===== config.mk =====
export PLATFORM = sky130hd
export DESIGN_NAME = gcsr_top
export DESIGN_NICKNAME = d
export VERILOG_FILES = /design/src/shared/gcsr_pkg.sv /design/src/shared/gcsr_tmr_if.sv /design/src/rtl/gcsr_timer.sv /design/src/rtl/gcsr_top.sv
export VERILOG_INCLUDE_DIRS = /design/src /design/src/shared
export SDC_FILE = /design/constraint.sdc
export NUM_CORES = 1
export LEC_CHECK = 0
export CAP_MARGIN = 15
export CELL_PAD_IN_SITES_DETAIL_PLACEMENT = 0
export CELL_PAD_IN_SITES_GLOBAL_PLACEMENT = 1
export CORE_MARGIN = 2
export CORE_UTILIZATION = 38
export CTS_CLUSTER_DIAMETER = 50
export DETAILED_ROUTE_END_ITERATION = 10
export DONT_BUFFER_PORTS = 1
export GPL_TIMING_DRIVEN = 0
export HOLD_SLACK_MARGIN = 0.06
export PLACE_DENSITY = 0.73
export SKIP_CTS_REPAIR_TIMING = 1
export SYNTH_ARGS = -nofsm -noshare
export SYNTH_HDL_FRONTEND = slang
export SYNTH_HIERARCHICAL = 1
export SYNTH_SLANG_ARGS = --single-unit

===== constraint.sdc =====
create_clock -name clk -period 2.85 [get_ports clk]
set_input_delay 0.285 -clock clk [delete_from_list [all_inputs] [get_ports clk]]
set_output_delay 0.285 -clock clk [all_outputs]
set_load 0.02 [all_outputs]

===== src/shared/gcsr_defs.svh =====
// Offsets, field positions, reset values and timing counts of the global registers.
// What this block does
// - Enable bit lets bus pin interrupts report.
// - Timer clock: local clock or frame sync.
// - Serial select turns upper pins serial.
// - DMA select turns lower pins DMA.
// - After reset: bus mode, all inputs.
// - Terminal mode only at 2/4 Mbit.
// - Local clock divides by 1,2,4,16.
// - Burst enable honoured only with demux high.
// - Byte order bit swaps data only.
// - Timer period is reload plus two.
// - Run bit loads counter or stops it.
// - Local request starts, clears on outcome.
// - PCM request starts, clears on outcome.
// - Events set flags, unmasked raise interrupt.
// - Upper flags mark queue entries written.
// - Timer underflow sets timer flag.
// - Frame pulse mismatch sets async flags.
// - Requests report fail or acknowledge.
// - Lower flags have no queue entry.
// - Writing one acknowledges and clears flag.
// - Masked events set flag only.
`ifndef GCSR_DEFS_SVH
`define GCSR_DEFS_SVH

`define GCSR_OFS_GLOBAL_CONFIGURATION     8'h00
`define GCSR_OFS_CMD      8'h04
`define GCSR_OFS_STAT     8'h08
`define GCSR_OFS_MASK     8'h0c

`define GCSR_GLOBAL_CONFIGURATION_RESET   32'h00000000
`define GCSR_MASK_RESET   16'hff7f
`define GCSR_STAT_USED    16'hff7f

`define GCSR_GLOBAL_CONFIGURATION_LBE     0
`define GCSR_GLOBAL_CONFIGURATION_DBE     1
`define GCSR_GLOBAL_CONFIGURATION_LCD_LO  2
`define GCSR_GLOBAL_CONFIGURATION_IOM     4
`define GCSR_GLOBAL_CONFIGURATION_LBI     5
`define GCSR_GLOBAL_CONFIGURATION_SSC     6
`define GCSR_GLOBAL_CONFIGURATION_GPBUS_IRQ_ENABLE    7
`define GCSR_GLOBAL_CONFIGURATION_CST     8
`define GCSR_GLOBAL_CONFIGURATION_BITS    9

`define GCSR_CMD_PCM_ACTION_REQUEST    0
`define GCSR_CMD_ARLB     1
`define GCSR_CMD_TIMER_RUN     4
`define GCSR_CMD_TIMER_RELOAD_VALUE_LO  16

`define GCSR_ST_PCM_REQUEST_ACK      0
`define GCSR_ST_PCM_REQUEST_FAIL      1
`define GCSR_ST_LBA       2
`define GCSR_ST_LBF       3
`define GCSR_ST_RSA       4
`define GCSR_ST_TSA       5
`define GCSR_ST_TI        6
`define GCSR_ST_QUEUE_LO  8

`define GCSR_DIV2_LAST    4'd1
`define GCSR_DIV4_LAST    4'd3
`define GCSR_DIV16_LAST   4'd15

`endif


===== src/shared/gcsr_pkg.sv =====
// Types shared by the global control and status register block.
package gcsr_pkg;
	typedef logic [31:0] gcsr_word_t;
	typedef logic [15:0] gcsr_half_t;
	typedef logic [7:0]  gcsr_addr_t;
	// Local clock division settings, in the order of their two-bit code.
	typedef enum logic [1:0] {
		GCSR_DIV1,
		GCSR_DIV2,
		GCSR_DIV4,
		GCSR_DIV16
	} gcsr_div_e;
endpackage : gcsr_pkg


===== src/shared/gcsr_tmr_if.sv =====
// Interface between the register block and its periodic down-count timer.
`timescale 1ns/1ps
`default_nettype none
interface gcsr_tmr_if;
	import gcsr_pkg::*;
	gcsr_half_t reload;
	logic       load;
	logic       stop;
	logic       tick;
	logic       underflow;
	logic       running;
	modport ctrl (output reload, output load, output stop, output tick,
		input underflow, input running);
	modport tmr (input reload, input load, input stop, input tick,
		output underflow, output running);
endinterface : gcsr_tmr_if
`default_nettype wire


===== src/rtl/gcsr_timer.sv =====
// Periodic down-count timer with reload.
`timescale 1ns/1ps
`default_nettype none
`include "gcsr_defs.svh"
module gcsr_timer (
	input  wire logic clk,
	input  wire logic rst,
	gcsr_tmr_if.tmr   t
);
	import gcsr_pkg::*;

	logic [16:0] count;
	logic        run;
	logic        uf;

	// Load reload plus one so that counting down through zero spans reload plus two ticks.
	always_ff @(posedge clk) begin
		if (rst) begin
			count <= 17'h00000;
		end else if (t.load) begin
			count <= {1'b0, t.reload} + 17'h00001;
		end else if (run && t.tick) begin
			if (count == 17'h00000) begin
				count <= {1'b0, t.reload} + 17'h00001;
			end else begin
				count <= count - 17'h00001;
			end
		end
	end

	// Run state follows the run bit writes.
	always_ff @(posedge clk) begin
		if (rst) begin
			run <= 1'b0;
		end else if (t.load) begin
			run <= 1'b1;
		end else if (t.stop) begin
			run <= 1'b0;
		end
	end

	// One-cycle pulse on each underflow.
	always_ff @(posedge clk) begin
		if (rst) begin
			uf <= 1'b0;
		end else begin
			uf <= run && t.tick && !t.load && (count == 17'h00000);
		end
	end

	assign t.underflow = uf;
	assign t.running   = run;
endmodule : gcsr_timer
`default_nettype wire


===== src/rtl/gcsr_top.sv =====
// Global configuration, command and event status registers with pin muxing.
`timescale 1ns/1ps
`default_nettype none
`include "gcsr_defs.svh"
module gcsr_top (
	input  wire logic                clk,
	input  wire logic                rst,
	// Register access port, byte addresses.
	input  wire gcsr_pkg::gcsr_addr_t reg_addr,
	input  wire logic                reg_wr,
	input  wire logic                reg_rd,
	input  wire gcsr_pkg::gcsr_word_t reg_wdata,
	output logic [31:0]              reg_rdata,
	// Event sources, one-cycle pulses.
	input  wire logic [7:0]          queue_evt,
	input  wire logic                tx_sync_async_evt,
	input  wire logic                rx_sync_async_evt,
	input  wire logic                local_req_fail_evt,
	input  wire logic                local_req_ack_evt,
	input  wire logic                pcm_req_fail_evt,
	input  wire logic                pcm_req_ack_evt,
	input  wire logic                gpbus_evt,
	// Pins and core status.
	input  wire logic                rx_frame_sync_pin,
	input  wire logic                demux_pin,
	input  wire logic                pcm_rate_2_or_4,
	// General purpose bus register values and pins.
	input  wire logic [15:0]         gpbus_direction,
	input  wire logic [15:0]         gpbus_open_drain,
	input  wire logic [15:0]         gpbus_data,
	input  wire logic [15:0]         gp_pin_in,
	output logic [15:0]              gp_pin_out,
	output logic [15:0]              gp_pin_oe,
	output logic [15:0]              gpbus_in,
	// Serial port and DMA functions of the pins.
	input  wire logic                serial_clock,
	input  wire logic                serial_data_out,
	input  wire logic [3:0]          serial_chip_select,
	output logic                     serial_data_in,
	input  wire logic [3:0]          dma_request,
	output logic [3:0]               dma_ack,
	// Configuration outputs and requests.
	output logic                     gpbus_evt_report,
	output logic                     terminal_bus_active,
	output logic                     local_clk_tick,
	output logic                     demux_burst_active,
	output logic                     byte_order_select,
	output logic                     local_action_request,
	output logic                     pcm_action_request,
	output logic [15:0]              event_status_q,
	output logic                     inta_n
);
	import gcsr_pkg::*;

	// Full-width reset word; only the implemented low bits are kept.
	localparam gcsr_word_t global_configuration_reset = `GCSR_GLOBAL_CONFIGURATION_RESET;

	gcsr_tmr_if tif ();

	logic [`GCSR_GLOBAL_CONFIGURATION_BITS-1:0] global_configuration;
	gcsr_half_t                 event_mask;
	gcsr_half_t                 event_status;
	gcsr_half_t                 timer_reload_value;
	gcsr_half_t                 next_status;
	gcsr_half_t                 events;
	gcsr_half_t                 next_pin_out;
	logic [3:0]                 div_count;
	logic [3:0]                 div_last;
	logic                       rsp_q;
	logic                       tmr_tick;
	logic                       wr_global_configuration;
	logic                       wr_cmd;
	logic                       wr_stat;
	logic                       wr_mask;
	logic                       start_local;
	logic                       start_pcm;
	logic                       gpbus_irq_enable;
	logic                       timer_clock_select;
	logic                       ssc_sel;
	logic                       dma_sel;
	gcsr_div_e                  local_clock_divider;

	// Register write decode.
	assign wr_global_configuration = reg_wr && (reg_addr == `GCSR_OFS_GLOBAL_CONFIGURATION);
	assign wr_cmd  = reg_wr && (reg_addr == `GCSR_OFS_CMD);
	assign wr_stat = reg_wr && (reg_addr == `GCSR_OFS_STAT);
	assign wr_mask = reg_wr && (reg_addr == `GCSR_OFS_MASK);

	// Configuration fields.
	assign gpbus_irq_enable    = global_configuration[`GCSR_GLOBAL_CONFIGURATION_GPBUS_IRQ_ENABLE];
	assign timer_clock_select     = global_configuration[`GCSR_GLOBAL_CONFIGURATION_CST];
	assign ssc_sel = global_configuration[`GCSR_GLOBAL_CONFIGURATION_SSC];
	assign dma_sel = global_configuration[`GCSR_GLOBAL_CONFIGURATION_LBI];
	assign local_clock_divider     = gcsr_div_e'(global_configuration[`GCSR_GLOBAL_CONFIGURATION_LCD_LO +: 2]);

	// Configuration register; reset leaves pins in plain bus mode.
	always_ff @(posedge clk) begin
		if (rst) begin
			global_configuration <= global_configuration_reset[`GCSR_GLOBAL_CONFIGURATION_BITS-1:0];
		end else if (wr_global_configuration) begin
			global_configuration <= reg_wdata[`GCSR_GLOBAL_CONFIGURATION_BITS-1:0];
		end
	end

	// Event mask register.
	always_ff @(posedge clk) begin
		if (rst) begin
			event_mask <= `GCSR_MASK_RESET;
		end else if (wr_mask) begin
			event_mask <= reg_wdata[15:0] & `GCSR_STAT_USED;
		end
	end

	// Timer reload value is held from the last command write.
	always_ff @(posedge clk) begin
		if (rst) begin
			timer_reload_value <= 16'h0000;
		end else if (wr_cmd) begin
			timer_reload_value <= reg_wdata[`GCSR_CMD_TIMER_RELOAD_VALUE_LO +: 16];
		end
	end

	// Command bits drive the timer. Auto-reload must use the stored value,
	// since the write data bus carries unrelated words between command writes.
	assign tif.reload = wr_cmd ? reg_wdata[`GCSR_CMD_TIMER_RELOAD_VALUE_LO +: 16] : timer_reload_value;
	assign tif.load   = wr_cmd && reg_wdata[`GCSR_CMD_TIMER_RUN];
	assign tif.stop   = wr_cmd && !reg_wdata[`GCSR_CMD_TIMER_RUN];
	assign tif.tick   = tmr_tick && tif.running;

	gcsr_timer u_timer (
		.clk (clk),
		.rst (rst),
		.t   (tif.tmr)
	);

	// Last division count for each local clock setting.
	always_comb begin
		case (local_clock_divider)
			GCSR_DIV1:  div_last = 4'd0;
			GCSR_DIV2:  div_last = `GCSR_DIV2_LAST;
			GCSR_DIV4:  div_last = `GCSR_DIV4_LAST;
			GCSR_DIV16: div_last = `GCSR_DIV16_LAST;
			default:    div_last = 4'd0;
		endcase
	end

	// Local clock divider issues one tick per divided period.
	always_ff @(posedge clk) begin
		if (rst) begin
			div_count      <= 4'h0;
			local_clk_tick <= 1'b0;
		end else if (div_count >= div_last) begin
			div_count      <= 4'h0;
			local_clk_tick <= 1'b1;
		end else begin
			div_count      <= div_count + 4'h1;
			local_clk_tick <= 1'b0;
		end
	end

	// Frame sync pin edge history for the timer source.
	always_ff @(posedge clk) begin
		if (rst) begin
			rsp_q <= 1'b0;
		end else begin
			rsp_q <= rx_frame_sync_pin;
		end
	end

	// Timer ticks come from the local clock or the frame sync rising edge.
	assign tmr_tick = timer_clock_select ? (rx_frame_sync_pin && !rsp_q) : local_clk_tick;

	// Action requests start only if neither is active and end on an outcome.
	assign start_local = wr_cmd && reg_wdata[`GCSR_CMD_ARLB] &&
		!local_action_request && !pcm_action_request;
	assign start_pcm   = wr_cmd && reg_wdata[`GCSR_CMD_PCM_ACTION_REQUEST] &&
		!local_action_request && !pcm_action_request && !start_local;

	always_ff @(posedge clk) begin
		if (rst) begin
			local_action_request <= 1'b0;
		end else if (local_req_fail_evt || local_req_ack_evt) begin
			local_action_request <= 1'b0;
		end else if (start_local) begin
			local_action_request <= 1'b1;
		end
	end

	always_ff @(posedge clk) begin
		if (rst) begin
			pcm_action_request <= 1'b0;
		end else if (pcm_req_fail_evt || pcm_req_ack_evt) begin
			pcm_action_request <= 1'b0;
		end else if (start_pcm) begin
			pcm_action_request <= 1'b1;
		end
	end

	// Collect this cycle's events into status positions.
	always_comb begin
		events = 16'h0000;
		events[`GCSR_ST_QUEUE_LO +: 8] = queue_evt;
		events[`GCSR_ST_TI]   = tif.underflow;
		events[`GCSR_ST_TSA]  = tx_sync_async_evt;
		events[`GCSR_ST_RSA]  = rx_sync_async_evt;
		events[`GCSR_ST_LBF]  = local_req_fail_evt;
		events[`GCSR_ST_LBA]  = local_req_ack_evt;
		events[`GCSR_ST_PCM_REQUEST_FAIL] = pcm_req_fail_evt;
		events[`GCSR_ST_PCM_REQUEST_ACK] = pcm_req_ack_evt;
	end

	// Write-one acknowledge clears a flag, but a new event in that cycle wins.
	always_comb begin
		next_status = event_status;
		if (wr_stat) begin
			next_status = next_status & ~reg_wdata[15:0];
		end
		next_status = (next_status | events) & `GCSR_STAT_USED;
	end

	always_ff @(posedge clk) begin
		if (rst) begin
			event_status <= 16'h0000;
		end else begin
			event_status <= next_status;
		end
	end

	// Interrupt line is low while any unmasked flag stands.
	always_ff @(posedge clk) begin
		if (rst) begin
			inta_n <= 1'b1;
		end else begin
			inta_n <= ~|(next_status & ~event_mask);
		end
	end

	// Status copy for other units.
	always_ff @(posedge clk) begin
		if (rst) begin
			event_status_q <= 16'h0000;
		end else begin
			event_status_q <= next_status;
		end
	end

	// Read data, one cycle after the read strobe; command reads as zero.
	always_ff @(posedge clk) begin
		if (rst) begin
			reg_rdata <= 32'h00000000;
		end else if (reg_rd) begin
			case (reg_addr)
				`GCSR_OFS_GLOBAL_CONFIGURATION: reg_rdata <= {23'h000000, global_configuration};
				`GCSR_OFS_STAT: reg_rdata <= {16'h0000, event_status};
				`GCSR_OFS_MASK: reg_rdata <= {16'h0000, event_mask};
				default:        reg_rdata <= 32'h00000000;
			endcase
		end
	end

	// Derived mode outputs.
	always_ff @(posedge clk) begin
		if (rst) begin
			gpbus_evt_report    <= 1'b0;
			terminal_bus_active <= 1'b0;
			demux_burst_active  <= 1'b0;
			byte_order_select   <= 1'b0;
		end else begin
			gpbus_evt_report    <= gpbus_evt && gpbus_irq_enable;
			terminal_bus_active <= global_configuration[`GCSR_GLOBAL_CONFIGURATION_IOM] &&
				pcm_rate_2_or_4;
			demux_burst_active  <= global_configuration[`GCSR_GLOBAL_CONFIGURATION_DBE] &&
				demux_pin;
			byte_order_select   <= global_configuration[`GCSR_GLOBAL_CONFIGURATION_LBE];
		end
	end

	// Pin output values, chosen by the serial and DMA function selects.
	always_comb begin
		next_pin_out = gpbus_data;
		if (ssc_sel) begin
			next_pin_out[15:8] = {serial_clock, serial_data_out, 2'b00,
				serial_chip_select[0], serial_chip_select[1],
				serial_chip_select[2], serial_chip_select[3]};
		end
		if (dma_sel) begin
			next_pin_out[7:4] = {dma_request[0], dma_request[1],
				dma_request[2], dma_request[3]};
		end
	end

	// Pin drive. Direction and open drain always come from host settings,
	// also in serial mode, so the host must set them per pin function.
	always_ff @(posedge clk) begin
		if (rst) begin
			gp_pin_out <= 16'h0000;
			gp_pin_oe  <= 16'h0000;
		end else begin
			gp_pin_out <= next_pin_out;
			gp_pin_oe  <= gpbus_direction & (~gpbus_open_drain | ~next_pin_out);
		end
	end

	// Inputs from the pins, split by mode.
	always_ff @(posedge clk) begin
		if (rst) begin
			gpbus_in       <= 16'h0000;
			serial_data_in <= 1'b0;
			dma_ack        <= 4'h0;
		end else begin
			gpbus_in[15:8] <= ssc_sel ? 8'h00 : gp_pin_in[15:8];
			gpbus_in[7:0]  <= dma_sel ? 8'h00 : gp_pin_in[7:0];
			serial_data_in <= ssc_sel && gp_pin_in[13];
			dma_ack        <= dma_sel ? gp_pin_in[3:0] : 4'h0;
		end
	end

endmodule : gcsr_top
`default_nettype wire


==> metrics.md <==
| Metric | Value |
|---|---|
| Slew Viols, Final | 0 |
| Routability cong. | 0.8379 |
| Clock-pin slew on the worst setup and hold paths | 70 ps |
| Largest net degree at the start of global routing | 17 |
| Core region area | 0.01852 mm2 |
| Die Wd | 140.8 um |
| Final min period | 2782 ps |
| CTS Root Cell | clkbuf_16 |
| Number of library cell types mapped by synthesis | 69 |
| Core occupancy in the finished layout | 48.36% |
| Syn avg cell area | 9.111 um2 |
| Post-synth ARST share | 0% |
| Chip Height | 140.8 um |
| PnR worst setup slack | 67.63 ps |
| Worst R2R Setup Slack | 340 ps |
| Ys flop type | dfxtp_1 |
| Vias in the first global route | 5,447 |
| Boundary pin count | 245 |
| Post-synthesis instance area | 0.007107 mm2 |
| Busiest grt layer | met2 |
| DR iter-0 viols | 382 |
| Seq/Total Area, Yosys | 43.94% |
| Final cell count without fillers | 1,151 |
| Port bufs | 0 |
| Area leader, netlist | dfxtp_1 |
| Critical path arrival | 3090 ps |
| GRT Total Usage | 21.36% |
| Wire per inst | 19.64 um |
| Crit. End Element | register |
| Skew-Pair Late Insertion Delay | 420 ps |
| Clock Sink Count | 156 |
| LEAKAGE | 3.732 nW |
| Drt first pass iters | 5 |
| H-tree levels | 4 |
| Initial antenna violation count | 0 |
| Fill cells | 1,798 |
| Hold crit path type | input pin to register |
| Reg2reg start | local_clk_tick |
| Grt met1 use | 28.38% |
| Hold path startpoint | gpbus_data[8] |
| Top-area cell type share of the netlist area | 43.94% |
| Worst Path Class, Setup | input pin to register |
| Met3 Use GR | 6.963% |
| Share of cells above drive strength 1 | 10.26% |
| Die area | 0.01981 mm2 |
| First-pass GRT wire length | 32.49 mm |
| Flops & latches, synth | 156 |
| CP max-delay cell | nor4_2 |
| Initial core utilization | 38.38% |
| # setup viols final | 0 |
| Power, Total | 4.972 mW |
| RSZ-0062 raised after global routing | true |
| Yosys warns | 6 |
| CTS Buffer Depth | 2 |
| Worst vdd ir | 0.4345 mV |
| Setup crit start kind | input pin |
| Placed Instances | 1,030 |
| GR Util met2 | 33.61% |
| Area Growth Syn to Fin | 26.00% |
| Period utilization | 97.63% |
| Critical path buffer and inverter count | 2 |
| Setup WS pre-CTS | -549.8 ps |
| Relative slew slack | 37.04% |
| Max Cap Violations | 0 |
| R2r worst-path depth | 10 |
| Crit-path leading delay family | simple AND/OR/NAND/NOR gates |
| CTS tree | built |
| CTS buffer count | 17 |
| Top cell by count, worst path | buf_6 |
| Least-Margin Pin Slew | 944.4 ps |
| Cell Chain, Critical Path | or4_4 -> buf_6 -> nor2_8 -> nand4_4 -> buf_6 -> mux2_4 -> nand4_1 -> nor4_2 -> xor2_1 -> o21ai_0 -> o22ai_1 |
| Status | finished clean |
| Vias | 6,080 |
| Slowest cell delay on critical path | 560 ps |
| Worst Path Required | 3150 ps |
| GR Overflow Total | 0 |
| Power per cell area | 555.2 mW/mm2 |
| Top post-synthesis cells by area | dfxtp_1, mux2i_1, nor2_1 |
| RR Endpoint | u_timer/count[6] |
| Nets | 1,047 |
| DRC viols | 0 |
| Maximum clock frequency | 0.3594 GHz |
| Detail Placement HPWL | 15.99 mm |
| Worst Path Max Fanout | 10 |
| Post-Route WL | 22.61 mm |
| Synth cell count leaders | dfxtp_1, nor2_1, nand2_1 |
| Max Clock Skew | 8.747 ps |
| Site Rows | 50 |
| Post-route antenna net violation count | 0 |
| Synthesized instance count | 780 |
| Post-synth EDFFs | 0 |
| Worst hold path cell count | 2 |
| Final Hold Vio Count | 0 |
| Via/cell ratio | 5.282 |
| Most numerous cell in the Yosys netlist | dfxtp_1 |
| End of the worst hold path | gp_pin_out[8] |
-- through the flow --
| stage | TNS, ps | hold WS (ps) | cell area (um2) |
|---|---|---|---|
| finish | 0 | 42.13 | 8955 |
| global route | -27.88 | 50.30 | 8952 |
| CTS | -105.9 | -95.79 | 8050 |
| detailed placement | -1820 | 359.4 | 7460 |
| global placement | -1699 | 358.1 | 7460 |
| floorplan | 0 | 356.0 | 7167 |
-- routing by layer --
layer / wire, um / vias to the layer above
li1: - / 2930
met1: 10220 / 2954
met5: 0 / -
met4: 417 / 0
met3: 1259 / 30
met2: 10710 / 166
-- cells in the final DEF, fill, tap and decap left out, types with 5 or more instances in the layout --
cell type	instances
o21ai_0	12
o22ai_1	8
nor4_1	7
nand4_1	10
clkbuf_16	17
a211oi_1	10
ha_1	8
conb_1	17
buf_4	20
nand3_1	18
nor2_1	91
nand2_1	59
mux2i_1	35
a211o_1	7
xor2_1	11
inv_1	31
a21oi_1	34
o21bai_1	5
buf_1	5
nor3_1	11
a31oi_1	7
a32oi_1	9
a22oi_1	9
nand3b_1	12
mux2_4	16
dlygate4sd3_1	88
nand2b_1	9
xnor2_1	7
and2_1	30
nor2b_1	40
clkbuf_1	25
dfxtp_1	156
a2bb2oi_1	6
nor3b_1	12
-- power by group --
part	total, mW	switching, mW	internal [mW]	leakage [nW]
clock	2.29	1.03	1.27	0.286
sequential	2.34	0.104	2.23	1.27
combinational	0.340	0.172	0.168	2.17
total	4.97	1.30	3.67	3.73
-- registers in the layout (all words and copies together), names as in the netlist, 4 cells and up --
signal,cells
div_count,4
reg_rdata,16
gp_pin_out,16
timer_reload_value,16
gp_pin_oe,16
event_mask,15
gpbus_in,16
u_timer/count,17
dma_ack,4
global_configuration,9
event_status_q,15
-- worst max-delay path by stage --
stage | startpoint | endpoint | slack [ps] | depth (start not counted)
after global placement | reg_addr[1] | u_timer/count[16] | -540 | 11
after detailed placement | reg_addr[1] | u_timer/count[16] | -550 | 11
after CTS | reg_addr[1] | u_timer/count[16] | -110 | 11
after global routing | reg_addr[7] | u_timer/count[15] | -30 | 11
after floorplan | reg_addr[1] | u_timer/count[16] | 10 | 11
final | reg_addr[1] | u_timer/count[15] | 70 | 11
-- logic make-up (layout without fill, tap and decap cells) --
family                   Yosys count  after routing  share of synthesized area, %
AO/OA/AOI/OAI                    134            134                         13.54
XOR/XNOR                          18             18                         2.218
adder cells (fa/ha/maj)            8              8                         1.409
buffers and inverters             90            210                         6.303
flip-flops                       156            156                         43.94
multiplexers                      51             51                         8.310
other                              1             18                       0.05277
AND/OR/NAND/NOR                  322            322                         24.23
-- layout make-up --
cell class	count	area (um2)	share of cell area (%)
clock buffers	18	439.2	4.904
diodes	1	2.502	0.02794
clock inverters	14	151.4	1.691
plain buffers	58	327.8	3.661
well taps	234	292.8	3.270
inverters	32	120.1	1.341
flip-flops and latches	156	3123	34.87
repair buffers	88	880.8	9.837
multi-input cells	550	3617	40.39
Power figures use the tool's default switching activity.
